**src/common/acs_pkg.sv**
```systemverilog
// Function
// - Start bit going high then low launches one conversion.
// - While start is high, converter held in reset and busy forced low.
// - Busy flag goes high by itself once a conversion is launched.
// - Busy flag clears when the conversion finishes.
// - Completion sets interrupt request flag; enabled flag raises converter interrupt.
// - Converter circuitry powered only while power enable is high.
// - Codes 0000 supply, 0001 external, 0010-0100 external times two to four.
// - Codes 1010, 1011, 1100 give bandgap times two, three, four.
// - External and bandgap selected together means bandgap alone is used.
// - Converter clock is system clock divided by two to the code power.
// - Conversion is four clocks sampling then twelve converting, busy throughout.
package acs_pkg;
  // Register byte offsets
  localparam logic [7:0] OFS_CTRL0 = 8'h00;
  localparam logic [7:0] OFS_CTRL1 = 8'h04;
  localparam logic [7:0] OFS_CTRL2 = 8'h08;
  localparam logic [7:0] OFS_STAT = 8'h0c;
  // Control 0 fields
  localparam int CTRL0_START_BIT = 0;
  localparam int CTRL0_POWER_BIT = 1;
  localparam int CTRL0_IRQEN_BIT = 2;
  localparam int CTRL0_BUSY_BIT = 7;
  localparam logic [2:0] CTRL0_RST = 3'h0;
  // Control 1 fields
  localparam int CTRL1_RATE_LSB = 0;
  localparam logic [2:0] CTRL1_RST = 3'h0;
  // Control 2 fields
  localparam int CTRL2_REF_LSB = 0;
  localparam int CTRL2_BGEN_BIT = 6;
  localparam int CTRL2_REFBUF_BIT = 7;
  localparam logic [7:0] CTRL2_MASK = 8'hcf;
  localparam logic [7:0] CTRL2_RST = 8'h00;
  // Status fields
  localparam int STAT_IRQ_BIT = 0;
  // Conversion phase lengths in converter clocks
  localparam logic [3:0] SAMPLE_CYCLES = 4'h4;
  localparam logic [3:0] CONVERT_CYCLES = 4'hc;
  localparam logic [4:0] TOTAL_CYCLES = 5'h10;

  typedef struct packed {
    logic avdd;
    logic ext;
    logic bg;
    logic [2:0] mult;
  } acs_ref_s;

  // Reference code to source and multiple
  function automatic acs_ref_s ref_decode(input logic [3:0] code);
    acs_ref_s r;
    r = '{avdd: 1'b1, ext: 1'b0, bg: 1'b0, mult: 3'h1};
    if (code[3]) begin
      // Bandgap wins whenever its bit is set
      r = '{avdd: 1'b0, ext: 1'b0, bg: 1'b1, mult: 3'h2};
      if (code[2:0] == 3'h3) begin
        r.mult = 3'h3;
      end else if (code[2:0] >= 3'h4) begin
        r.mult = 3'h4;
      end
    end else if (code[2:0] != 3'h0 && code[2:0] <= 3'h4) begin
      r = '{avdd: 1'b0, ext: 1'b1, bg: 1'b0, mult: code[2:0]};
    end
    return r;
  endfunction
endpackage

```
**src/common/acs_if.sv**
```systemverilog
`timescale 1ns/1ps
`default_nettype none
// Links the register block to sequencer and clock divider
interface acs_if;
  logic start;
  logic power_en;
  logic [2:0] rate_code;
  logic tick;
  logic clr;
  logic busy;
  logic conv_reset;
  logic sampling;
  logic converting;
  logic done;

  modport seq (
    input start,
    input power_en,
    input tick,
    output clr,
    output busy,
    output conv_reset,
    output sampling,
    output converting,
    output done
  );
  modport div (
    input rate_code,
    input clr,
    output tick
  );
endinterface
`default_nettype wire

```
**src/logic/acs_top.sv**
```systemverilog
// The implementer's own choices: the register offsets and the AHB-Lite register port.
`timescale 1ns/1ps
`default_nettype none
module acs_top (
  input wire logic core_clk,
  input wire logic rst,
  input wire logic hsel,
  input wire logic [31:0] haddr,
  input wire logic [1:0] htrans,
  input wire logic hwrite,
  input wire logic [2:0] hsize,
  input wire logic hready,
  input wire logic [31:0] hwdata,
  output logic [31:0] hrdata,
  output logic hreadyout,
  output logic hresp,
  output logic converter_power_enable,
  output logic converter_reset,
  output logic converter_clock,
  output logic sampling,
  output logic converting,
  output logic conversion_busy_flag,
  output logic irq_request,
  output logic converter_irq,
  output logic ref_avdd,
  output logic ref_ext,
  output logic ref_bandgap,
  output logic [2:0] ref_multiple,
  output logic reference_buffer_enable,
  output logic bandgap_buffer_enable
);
  // Register state
  logic [2:0] ctrl0_reg, ctrl0_next;
  logic [2:0] ctrl1_reg, ctrl1_next;
  logic [7:0] ctrl2_reg, ctrl2_next;
  logic irq_flag_reg, irq_flag_next;
  logic irq_out_reg, irq_out_next;
  acs_pkg::acs_ref_s ref_reg, ref_next;

  // Bus state
  logic wr_pend_reg, wr_pend_next;
  logic rd_pend_reg, rd_pend_next;
  logic [7:0] addr_reg, addr_next;
  logic [31:0] hrdata_reg, hrdata_next;
  logic hready_reg, hready_next;
  logic accept;
  logic [31:0] rd_word;

  acs_if u_if ();

  acs_seq u_seq (
    .core_clk(core_clk),
    .rst(rst),
    .bus(u_if)
  );

  acs_clkdiv u_div (
    .core_clk(core_clk),
    .rst(rst),
    .bus(u_if)
  );

  // Feed the sequencer and divider from control registers
  assign u_if.start = ctrl0_reg[acs_pkg::CTRL0_START_BIT];
  assign u_if.power_en = ctrl0_reg[acs_pkg::CTRL0_POWER_BIT];
  assign u_if.rate_code = ctrl1_reg;

  // Address phase accepted only while the bus is ready
  assign accept = hsel && htrans[1] && hready;

  // Read word; busy comes from the sequencer, never from a stored bit
  always_comb begin
    rd_word = 32'h0000_0000;
    case (addr_reg)
      acs_pkg::OFS_CTRL0: begin
        rd_word[acs_pkg::CTRL0_START_BIT] =
          ctrl0_reg[acs_pkg::CTRL0_START_BIT];
        rd_word[acs_pkg::CTRL0_POWER_BIT] =
          ctrl0_reg[acs_pkg::CTRL0_POWER_BIT];
        rd_word[acs_pkg::CTRL0_IRQEN_BIT] =
          ctrl0_reg[acs_pkg::CTRL0_IRQEN_BIT];
        rd_word[acs_pkg::CTRL0_BUSY_BIT] = u_if.busy;
      end
      acs_pkg::OFS_CTRL1: begin
        rd_word[acs_pkg::CTRL1_RATE_LSB +: 3] = ctrl1_reg;
      end
      acs_pkg::OFS_CTRL2: begin
        rd_word[7:0] = ctrl2_reg;
      end
      acs_pkg::OFS_STAT: begin
        rd_word[acs_pkg::STAT_IRQ_BIT] = irq_flag_reg;
      end
      default: rd_word = 32'h0000_0000;
    endcase
  end

  // Bus slave: writes take no wait, reads take one wait state
  always_comb begin
    wr_pend_next = accept && hwrite;
    rd_pend_next = accept && !hwrite;
    addr_next = accept ? {haddr[7:2], 2'b00} : addr_reg;
    hrdata_next = hrdata_reg;
    hready_next = 1'b1;
    if (accept && !hwrite) begin
      // Wait state gives the registered hrdata a cycle to load from rd_word
      hready_next = 1'b0;
    end
    if (rd_pend_reg) begin
      hrdata_next = rd_word;
    end
  end

  // Bus state registers
  always_ff @(posedge core_clk) begin
    if (rst) begin
      wr_pend_reg <= 1'b0;
      rd_pend_reg <= 1'b0;
      addr_reg <= 8'h00;
      hrdata_reg <= 32'h0000_0000;
      hready_reg <= 1'b1;
    end else begin
      wr_pend_reg <= wr_pend_next;
      rd_pend_reg <= rd_pend_next;
      addr_reg <= addr_next;
      hrdata_reg <= hrdata_next;
      hready_reg <= hready_next;
    end
  end

  // Register writes, status flag and interrupt output
  always_comb begin
    ctrl0_next = ctrl0_reg;
    ctrl1_next = ctrl1_reg;
    ctrl2_next = ctrl2_reg;
    irq_flag_next = irq_flag_reg;
    if (wr_pend_reg) begin
      case (addr_reg)
        acs_pkg::OFS_CTRL0: begin
          // Busy bit position is ignored on write
          ctrl0_next[acs_pkg::CTRL0_START_BIT] =
            hwdata[acs_pkg::CTRL0_START_BIT];
          ctrl0_next[acs_pkg::CTRL0_POWER_BIT] =
            hwdata[acs_pkg::CTRL0_POWER_BIT];
          ctrl0_next[acs_pkg::CTRL0_IRQEN_BIT] =
            hwdata[acs_pkg::CTRL0_IRQEN_BIT];
        end
        acs_pkg::OFS_CTRL1: begin
          ctrl1_next = hwdata[acs_pkg::CTRL1_RATE_LSB +: 3];
        end
        acs_pkg::OFS_CTRL2: begin
          ctrl2_next = hwdata[7:0] & acs_pkg::CTRL2_MASK;
        end
        acs_pkg::OFS_STAT: begin
          if (hwdata[acs_pkg::STAT_IRQ_BIT]) begin
            irq_flag_next = 1'b0;
          end
        end
        default: ;
      endcase
    end
    // Completion beats a clear in the same cycle
    if (u_if.done) begin
      irq_flag_next = 1'b1;
    end
    irq_out_next = irq_flag_reg &&
      ctrl0_reg[acs_pkg::CTRL0_IRQEN_BIT];
    ref_next = acs_pkg::ref_decode(
      ctrl2_reg[acs_pkg::CTRL2_REF_LSB +: 4]);
  end

  // Register file, flag and decoded reference flops
  always_ff @(posedge core_clk) begin
    if (rst) begin
      ctrl0_reg <= acs_pkg::CTRL0_RST;
      ctrl1_reg <= acs_pkg::CTRL1_RST;
      ctrl2_reg <= acs_pkg::CTRL2_RST;
      irq_flag_reg <= 1'b0;
      irq_out_reg <= 1'b0;
      ref_reg <= '{avdd: 1'b1, ext: 1'b0, bg: 1'b0, mult: 3'h1};
    end else begin
      ctrl0_reg <= ctrl0_next;
      ctrl1_reg <= ctrl1_next;
      ctrl2_reg <= ctrl2_next;
      irq_flag_reg <= irq_flag_next;
      irq_out_reg <= irq_out_next;
      ref_reg <= ref_next;
    end
  end

  // Bus outputs
  assign hrdata = hrdata_reg;
  assign hreadyout = hready_reg;
  assign hresp = 1'b0;

  // Converter side outputs, all flop driven
  assign converter_power_enable =
    ctrl0_reg[acs_pkg::CTRL0_POWER_BIT];
  assign converter_reset = u_if.conv_reset;
  assign converter_clock = u_if.tick;
  assign sampling = u_if.sampling;
  assign converting = u_if.converting;
  assign conversion_busy_flag = u_if.busy;
  assign irq_request = irq_flag_reg;
  assign converter_irq = irq_out_reg;
  assign ref_avdd = ref_reg.avdd;
  assign ref_ext = ref_reg.ext;
  assign ref_bandgap = ref_reg.bg;
  assign ref_multiple = ref_reg.mult;
  // Buffer enables are software's duty; passed through as written
  assign reference_buffer_enable = ctrl2_reg[acs_pkg::CTRL2_REFBUF_BIT];
  assign bandgap_buffer_enable = ctrl2_reg[acs_pkg::CTRL2_BGEN_BIT];
endmodule
`default_nettype wire

```
**src/logic/acs_clkdiv.sv**
```systemverilog
`timescale 1ns/1ps
`default_nettype none
module acs_clkdiv (
  input wire logic core_clk,
  input wire logic rst,
  acs_if.div bus
);
  logic [6:0] cnt_reg, cnt_next;
  logic tick_reg, tick_next;
  logic [7:0] limit8;
  logic [6:0] limit;

  // One tick per 2**code system clocks, restarted by clr
  always_comb begin
    limit8 = (8'h01 << bus.rate_code) - 8'h01;
    limit = limit8[6:0];
    tick_next = 1'b0;
    cnt_next = cnt_reg + 7'h01;
    if (bus.clr) begin
      cnt_next = 7'h00;
    end else if (cnt_reg >= limit) begin
      // >= keeps a shrinking code from running the count away
      cnt_next = 7'h00;
      tick_next = 1'b1;
    end
  end

  always_ff @(posedge core_clk) begin
    if (rst) begin
      cnt_reg <= 7'h00;
      tick_reg <= 1'b0;
    end else begin
      cnt_reg <= cnt_next;
      tick_reg <= tick_next;
    end
  end

  assign bus.tick = tick_reg;
endmodule
`default_nettype wire

```
**src/logic/acs_seq.sv**
```systemverilog
`timescale 1ns/1ps
`default_nettype none
module acs_seq (
  input wire logic core_clk,
  input wire logic rst,
  acs_if.seq bus
);
  typedef enum logic [1:0] {ST_IDLE, ST_HOLD, ST_SAMPLE, ST_CONVERT} acs_seq_e;
  acs_seq_e state_reg, state_next;
  logic [3:0] cnt_reg, cnt_next;
  logic done_reg, done_next;
  logic [4:0] tk_reg;
  logic hold_reg, hold_next, samp_reg, samp_next;
  logic conv_reg, conv_next, busy_reg, busy_next;

  // Start level has priority, then power, then the phase counts
  always_comb begin
    state_next = state_reg;
    cnt_next = cnt_reg;
    done_next = 1'b0;
    if (bus.start) begin
      state_next = ST_HOLD;
    end else if (!bus.power_en) begin
      state_next = ST_IDLE;
    end else begin
      case (state_reg)
        ST_HOLD: begin
          state_next = ST_SAMPLE;
          cnt_next = 4'h0;
        end
        ST_SAMPLE: begin
          if (bus.tick) begin
            cnt_next = cnt_reg + 4'h1;
            if (cnt_reg == acs_pkg::SAMPLE_CYCLES - 4'h1) begin
              state_next = ST_CONVERT;
              cnt_next = 4'h0;
            end
          end
        end
        ST_CONVERT: begin
          if (bus.tick) begin
            cnt_next = cnt_reg + 4'h1;
            if (cnt_reg == acs_pkg::CONVERT_CYCLES - 4'h1) begin
              state_next = ST_IDLE;
              done_next = 1'b1;
            end
          end
        end
        default: state_next = ST_IDLE;
      endcase
    end
    // Status taken from the next state, so flops match the state decode
    hold_next = (state_next == ST_HOLD);
    samp_next = (state_next == ST_SAMPLE);
    conv_next = (state_next == ST_CONVERT);
    busy_next = samp_next || conv_next;
  end

  always_ff @(posedge core_clk) begin
    if (rst) begin
      state_reg <= ST_IDLE;
      cnt_reg <= 4'h0;
      done_reg <= 1'b0;
      hold_reg <= 1'b0;
      samp_reg <= 1'b0;
      conv_reg <= 1'b0;
      busy_reg <= 1'b0;
    end else begin
      state_reg <= state_next;
      cnt_reg <= cnt_next;
      done_reg <= done_next;
      hold_reg <= hold_next;
      samp_reg <= samp_next;
      conv_reg <= conv_next;
      busy_reg <= busy_next;
    end
  end

  // Each status output is its own flop, so no decode glitch reaches a pin
  assign bus.busy = busy_reg;
  assign bus.conv_reset = hold_reg;
  assign bus.sampling = samp_reg;
  assign bus.converting = conv_reg;
  assign bus.clr = !bus.busy;
  assign bus.done = done_reg;

  // Helper: ticks seen while busy
  always_ff @(posedge core_clk) begin
    if (rst) begin
      tk_reg <= 5'h00;
    end else begin
      tk_reg <= bus.busy ? tk_reg + {4'h0, bus.tick} : 5'h00;
    end
  end
endmodule
`default_nettype wire

```
**config.mk**
```make
export PLATFORM = sky130hd
export DESIGN_NAME = acs_top
export DESIGN_NICKNAME = d
export VERILOG_FILES = /design/src/common/acs_pkg.sv /design/src/common/acs_if.sv /design/src/logic/acs_top.sv /design/src/logic/acs_clkdiv.sv /design/src/logic/acs_seq.sv
export SDC_FILE = /design/constraint.sdc
export NUM_CORES = 1
export LEC_CHECK = 0
export ABC_AREA = 0
export BUFFER_PORTS_ARGS = -buffer_cell sky130_fd_sc_hd__buf_2
export CORE_ASPECT_RATIO = 1.5
export CORE_UTILIZATION = 52
export CTS_BUF_LIST = sky130_fd_sc_hd__clkbuf_4
export DETAILED_ROUTE_END_ITERATION = 6
export PLACE_DENSITY = 0.87
export SLEW_MARGIN = 20
export SYNTH_ARGS = -nofsm -noshare
export SYNTH_HDL_FRONTEND = slang
export SYNTH_HIERARCHICAL = 1
export SYNTH_SLANG_ARGS = --single-unit
```
**constraint.sdc**
```tcl
create_clock -name core_clk -period 4.01 [get_ports core_clk]
set_input_delay 0 -clock core_clk [delete_from_list [all_inputs] [get_ports core_clk]]
set_output_delay 0 -clock core_clk [all_outputs]
set_load 0.02 [all_outputs]
```
# Word level (Yosys, flattened, before mapping)
# Index checks and enable logic that the tools add are counted.
# word_totals
out_inout_bits	50
input_bits	74
ff_bits	56
wordCells	98
# op_classes
bitwise_logic	5
add_sub_neg	3
n_eq_ne	14
n_lt_le_gt_ge	3
shift	1
muxes	26
reduce_logical	23
# ops
operator	n
two-way mux 4 bit	4
== test 6 x 2 -> 1 bit, second input constant	2
two-way mux 2 bit	6
two-way mux 6 bit	2
case mux 2 bit (3 select lines)	2
case mux 4 bit (3 select lines)	1
== test 2 bit, second input constant	4
zero test 8 bit	1
adder 7 x 1 -> 7 bit, second input constant	1
greater-or-equal comparator 7 bit	1
two-way mux 1 bit	7
<< shifter 1 x 3 -> 7 bit, first input constant	1
subtractor 7 x 1 -> 7 bit, second input constant	1
== test 6 x 1 -> 1 bit, second input constant	1
logical AND 1 bit	6
two-way mux 3 bit	2
AND reduction 2 bit	3
nonzero test 2 bit	3
nonzero test 3 bit	2
NOT 1 bit	5
AND reduction 5 bit	1
OR reduction 5 bit	1
adder 4 x 1 -> 4 bit, second input constant	1
== test 2 x 1 -> 1 bit, second input constant	2
other kinds (13)	15

# Logic depth before layout (Yosys ltp)
# logic_depth
word_depth	8
depth_mapped	6

# By module
# The synthesis kept the hierarchy.
# by_module_without_submodules
module	instances	area_per_inst_um2	cells_per_inst
acs_top	1	1646.6	170
acs_clkdiv	1	521.8	52
acs_seq	1	456.7	47

# Least setup slack after synthesis
# OpenSTA, ideal clock, no wires.
# synth_timing
path_kind	register -> register
from	register ctrl1_reg[1]
to	register u_div.cnt_reg[1]
synth_period_minus_slack_ps	1817
arrival_ps	1730
setup_time_ps	87
path_stages_with_launch	7
path_buffers	0
setup_slack_ps	2193
path_cell_list	dfxtp_1 > or3_1 > ha_1 > nand2b_1 > a211oi_2 > o31ai_4 > nor4b_2
# synth_via
elab_chain_cells	4
# synth_rtl
element	line_no	text
start, declared	acs_top.sv:34	logic [2:0] ctrl1_reg, ctrl1_next;
start signal, assigned	acs_top.sv:175	ctrl1_reg <= acs_pkg::CTRL1_RST;
start signal, assigned	acs_top.sv:182	ctrl1_reg <= ctrl1_next;
<< shifter 1 x 3 -> 7 bit	acs_clkdiv.sv:15	limit8 = (8'h01 << bus.rate_code) - 8'h01;
subtractor 7 x 1 -> 7 bit	acs_clkdiv.sv:15	
greater-or-equal comparator 7 bit	acs_clkdiv.sv:21	end else if (cnt_reg >= limit) begin
OR reduction 3 bit (no line)	-	
end signal, assigned	acs_clkdiv.sv:33	cnt_reg <= cnt_next;
end, declared	acs_clkdiv.sv:8	logic [6:0] cnt_reg, cnt_next;
# Every way passes these cells.
# A chain may end at the register's enable or synchronous reset.

# Worst setup path after layout
# Same ends and word-level chain as after synthesis.

==> impl_metrics.csv <==
group,metric,value,unit
logic_synthesis,synth_flop_cell,"dfxtp_1",
clock_tree,clk_pin_slew,0.15,ns
floorplanning,die_w,60.01,um
detailed_routing,routed_via_density,5.174,
grt,grt_pass1_vias,1855,
logic_synthesis,ys_warn_count,6,
clock_tree,clock_tree.buffer_depth,2,
sta,finalHoldWorstSlack,0.1620,ns
grt,overflow,0,
final_layout,final_core_util,0.6054,
clock_tree,cts_setup_buffers,0,
final_layout,largest_reg_flops,7,
worst_setup_path,path_class,"flip-flop to flip-flop",
job,cap_violations,0,
sta,hold_violations,0,
logic_synthesis,synthArstFlopShare,0,
detailed_routing,wirelength,4885,um
min_path,hp-class,"primary input to flip-flop",
floorplanning,pin_count,124,
grt,gr-usage-all-layers,0.2001,
sta,max-slew-margin-rel,0.4198,
sta,setup_viol,0,
power_and_ir_drop,irDropWorstVdd,0.2289,mV
grt,gr-usage-met1,0.2262,
final_layout,final_cell_mix,"54 x dfxtp_1, 40 x buf_2, 27 x conb_1",
logic_synthesis,synth_area,0.002625,mm2
floorplanning,initial_core_util,0.5414,
detailed_routing,ant_nets,0,
worst_setup_path,start_kind,"flip-flop",
logic_synthesis,ys_seq_elements,54,
grt,grt_use_met2,0.3566,
sta,period_share,0.4988,
grt,grt_pass1_wl,8045,um
grt,grt-busiest-layer,"met2",
grt,grt_max_degree,54,
floorplanning,die_h,89.02,um
detailed_routing,num_vias,1987,
power_and_ir_drop,p_total,0.8514,mW
sta,final.setup.worst_slack,2.010,ns
logic_synthesis,synthCells,269,
detailed_routing,drt_iter0_drc,66,
placed_design,hpwlAfterDp,3505,um
power_and_ir_drop,p_leak,1.258,nW
worst_setup_path,timing.critical_path.fanout_max,8,
clock_tree,cts_made_buffers,5,
placed_design,routabilityCongestion,0.7622,
logic_synthesis,synth_seq_area_share,0.4118,
worst_setup_path,required,4.30,ns
final_layout,drive_gt1_frac,0.1887,
detailed_routing,wl_per_cell,12.72,um
sta,rsz0062_at_grt,"false",
floorplanning,num_rows,31,
logic_synthesis,synth_edf_count,0,
floorplanning,core-area,0.004848,mm2
final_layout,antenna_cells,0,
clock_tree,insertion_delay,0.37,ns
grt,grt_antenna_before_repair,0,
worst_setup_path,endpoint_kind,"flip-flop",
status,outcome,"finished clean",
sta,fin_tns_setup,0,ns
placed_design,portBuffers,40,
sta,final_max_slew_viol_count,0,
logic_synthesis,yosysUniqueCellTypes,53,
floorplanning,die_area,0.005342,mm2
detailed_routing,drc,0,
placed_design,pre_cts_ws,2.022,ns
final_layout,nNetsFinal,401,
clock_tree,htreeDepth,2,
grt,grt_use_met3,0.03184,
sta,finalClockSkew,0.006417,ns
clock_tree,cts_tree,"yes",
final_layout,syn2layout_area_growth,11.82,%
sta,fmax,0.5000,GHz
final_layout,fillers,424,
clock_tree,root_buffer,"clkbuf_4",
final_layout,layout_commonest_cell,"dfxtp_1",
power_and_ir_drop,power_density,290.1,mW/mm2
sta,fin_crit,2.000,ns
clock_tree,cts.sinks,54,
detailed_routing,dr.pass1.iters,4,
sta,worstMarginPinSlew,0.8703,ns
worst_setup_path,critPathArrivalTime,2.29,ns
logic_synthesis,synth.avg_cell_area,9.758,um2
[final cells by class]
class / count / area, um2 / share of cell area
Multi-Input combinational cell: 192 / 1346 / 0.4587
Clock buffer: 5 / 37.54 / 0.01279
Clock inverter: 3 / 16.27 / 0.005541
Sequential cell: 54 / 1081 / 0.3683
Timing Repair Buffer: 53 / 330.3 / 0.1125
Tap cell: 66 / 82.58 / 0.02813
Inverter: 11 / 41.29 / 0.01407
[worst paths after layout]
check / startpoint / end / slack, ns / depth (start not counted)
setup / recovery: ctrl1_reg[1] / u_div/cnt_reg[1] / 2.01 / 6
hold / removal: htrans[1] / wr_pend_reg / 0.16 / 3
setup reg to reg: ctrl1_reg[1] / u_div/cnt_reg[1] / 2.01 / 6
hold reg to reg: u_seq/bus.done / irq_request / 0.44 / 2
[cell usage after synthesis (all sizes together) (2+ instances only)]
cell type	number	area, um2
nor3	2	10.01
nand2	3	11.26
o31ai	2	28.78
xor2	4	35.03
nand3b	2	15.01
a211oi	3	27.52
nand2b	25	156.4
mux2	2	22.52
nand3	11	55.05
mux2i	21	210.2
and3	2	12.51
nor4	8	56.30
a2bb2oi	3	26.28
o32ai	2	17.52
or3	3	18.77
o21ai	4	20.01
nor3b	2	20.02
xnor2	4	35.03
buf	31	226.5
inv	11	41.29
dfxtp	54	1081
a21oi	9	56.31
clkbuf	7	27.52
ha	10	125.1
nor2b	7	51.30
nand4	4	25.02
nor2	18	67.56
or4	2	22.52
[power by group]
part           switching, mW  total [mW]  leakage [nW]  internal [mW]
clock network          0.169       0.235        0.0286         0.0657
logic                 0.0454      0.0721         0.794         0.0267
registers            0.00439       0.544         0.435          0.540
[worst max-delay path: stages (launching register included)]
cell,delay [ns]
dfxtp_1,0.40
or3_1,0.39
ha_1,0.27
nand2b_1,0.15
a211oi_2,0.30
o31ai_4,0.13
nor4b_2,0.27
[through the flow]
stage                     cells  area, um2
final                       384       2935
after detailed placement    363       2751
after CTS                   384       2935
after floorplan             295       2723
after global routing        384       2935
after global placement      363       2751
[kinds of logic after synthesis]
kind of cell	count (synthesis)	share of synthesized area
AO/OA/AOI/OAI	30	0.08914
adder cells (fa/ha/maj)	10	0.04766
multiplexers	24	0.09723
flip-flops	54	0.4118
AND/OR/NAND/NOR	93	0.2135
other	1	0.001429
buffers and inverters	49	0.1125
XOR/XNOR	8	0.02669
[timing repair]
action                                 4_1_cts  5_1_grt
resized for setup                            0        0
hold buffers                                13        0
endpoints found under the hold margin       21        0
[layer usage]
metal / up-vias / wire length, um
li1: 974 / -
met3: 9 / 166
met4: 0 / 149
met1: 948 / 1956
met5: - / 0
met2: 56 / 2612
Power figures use the tool's default switching activity.
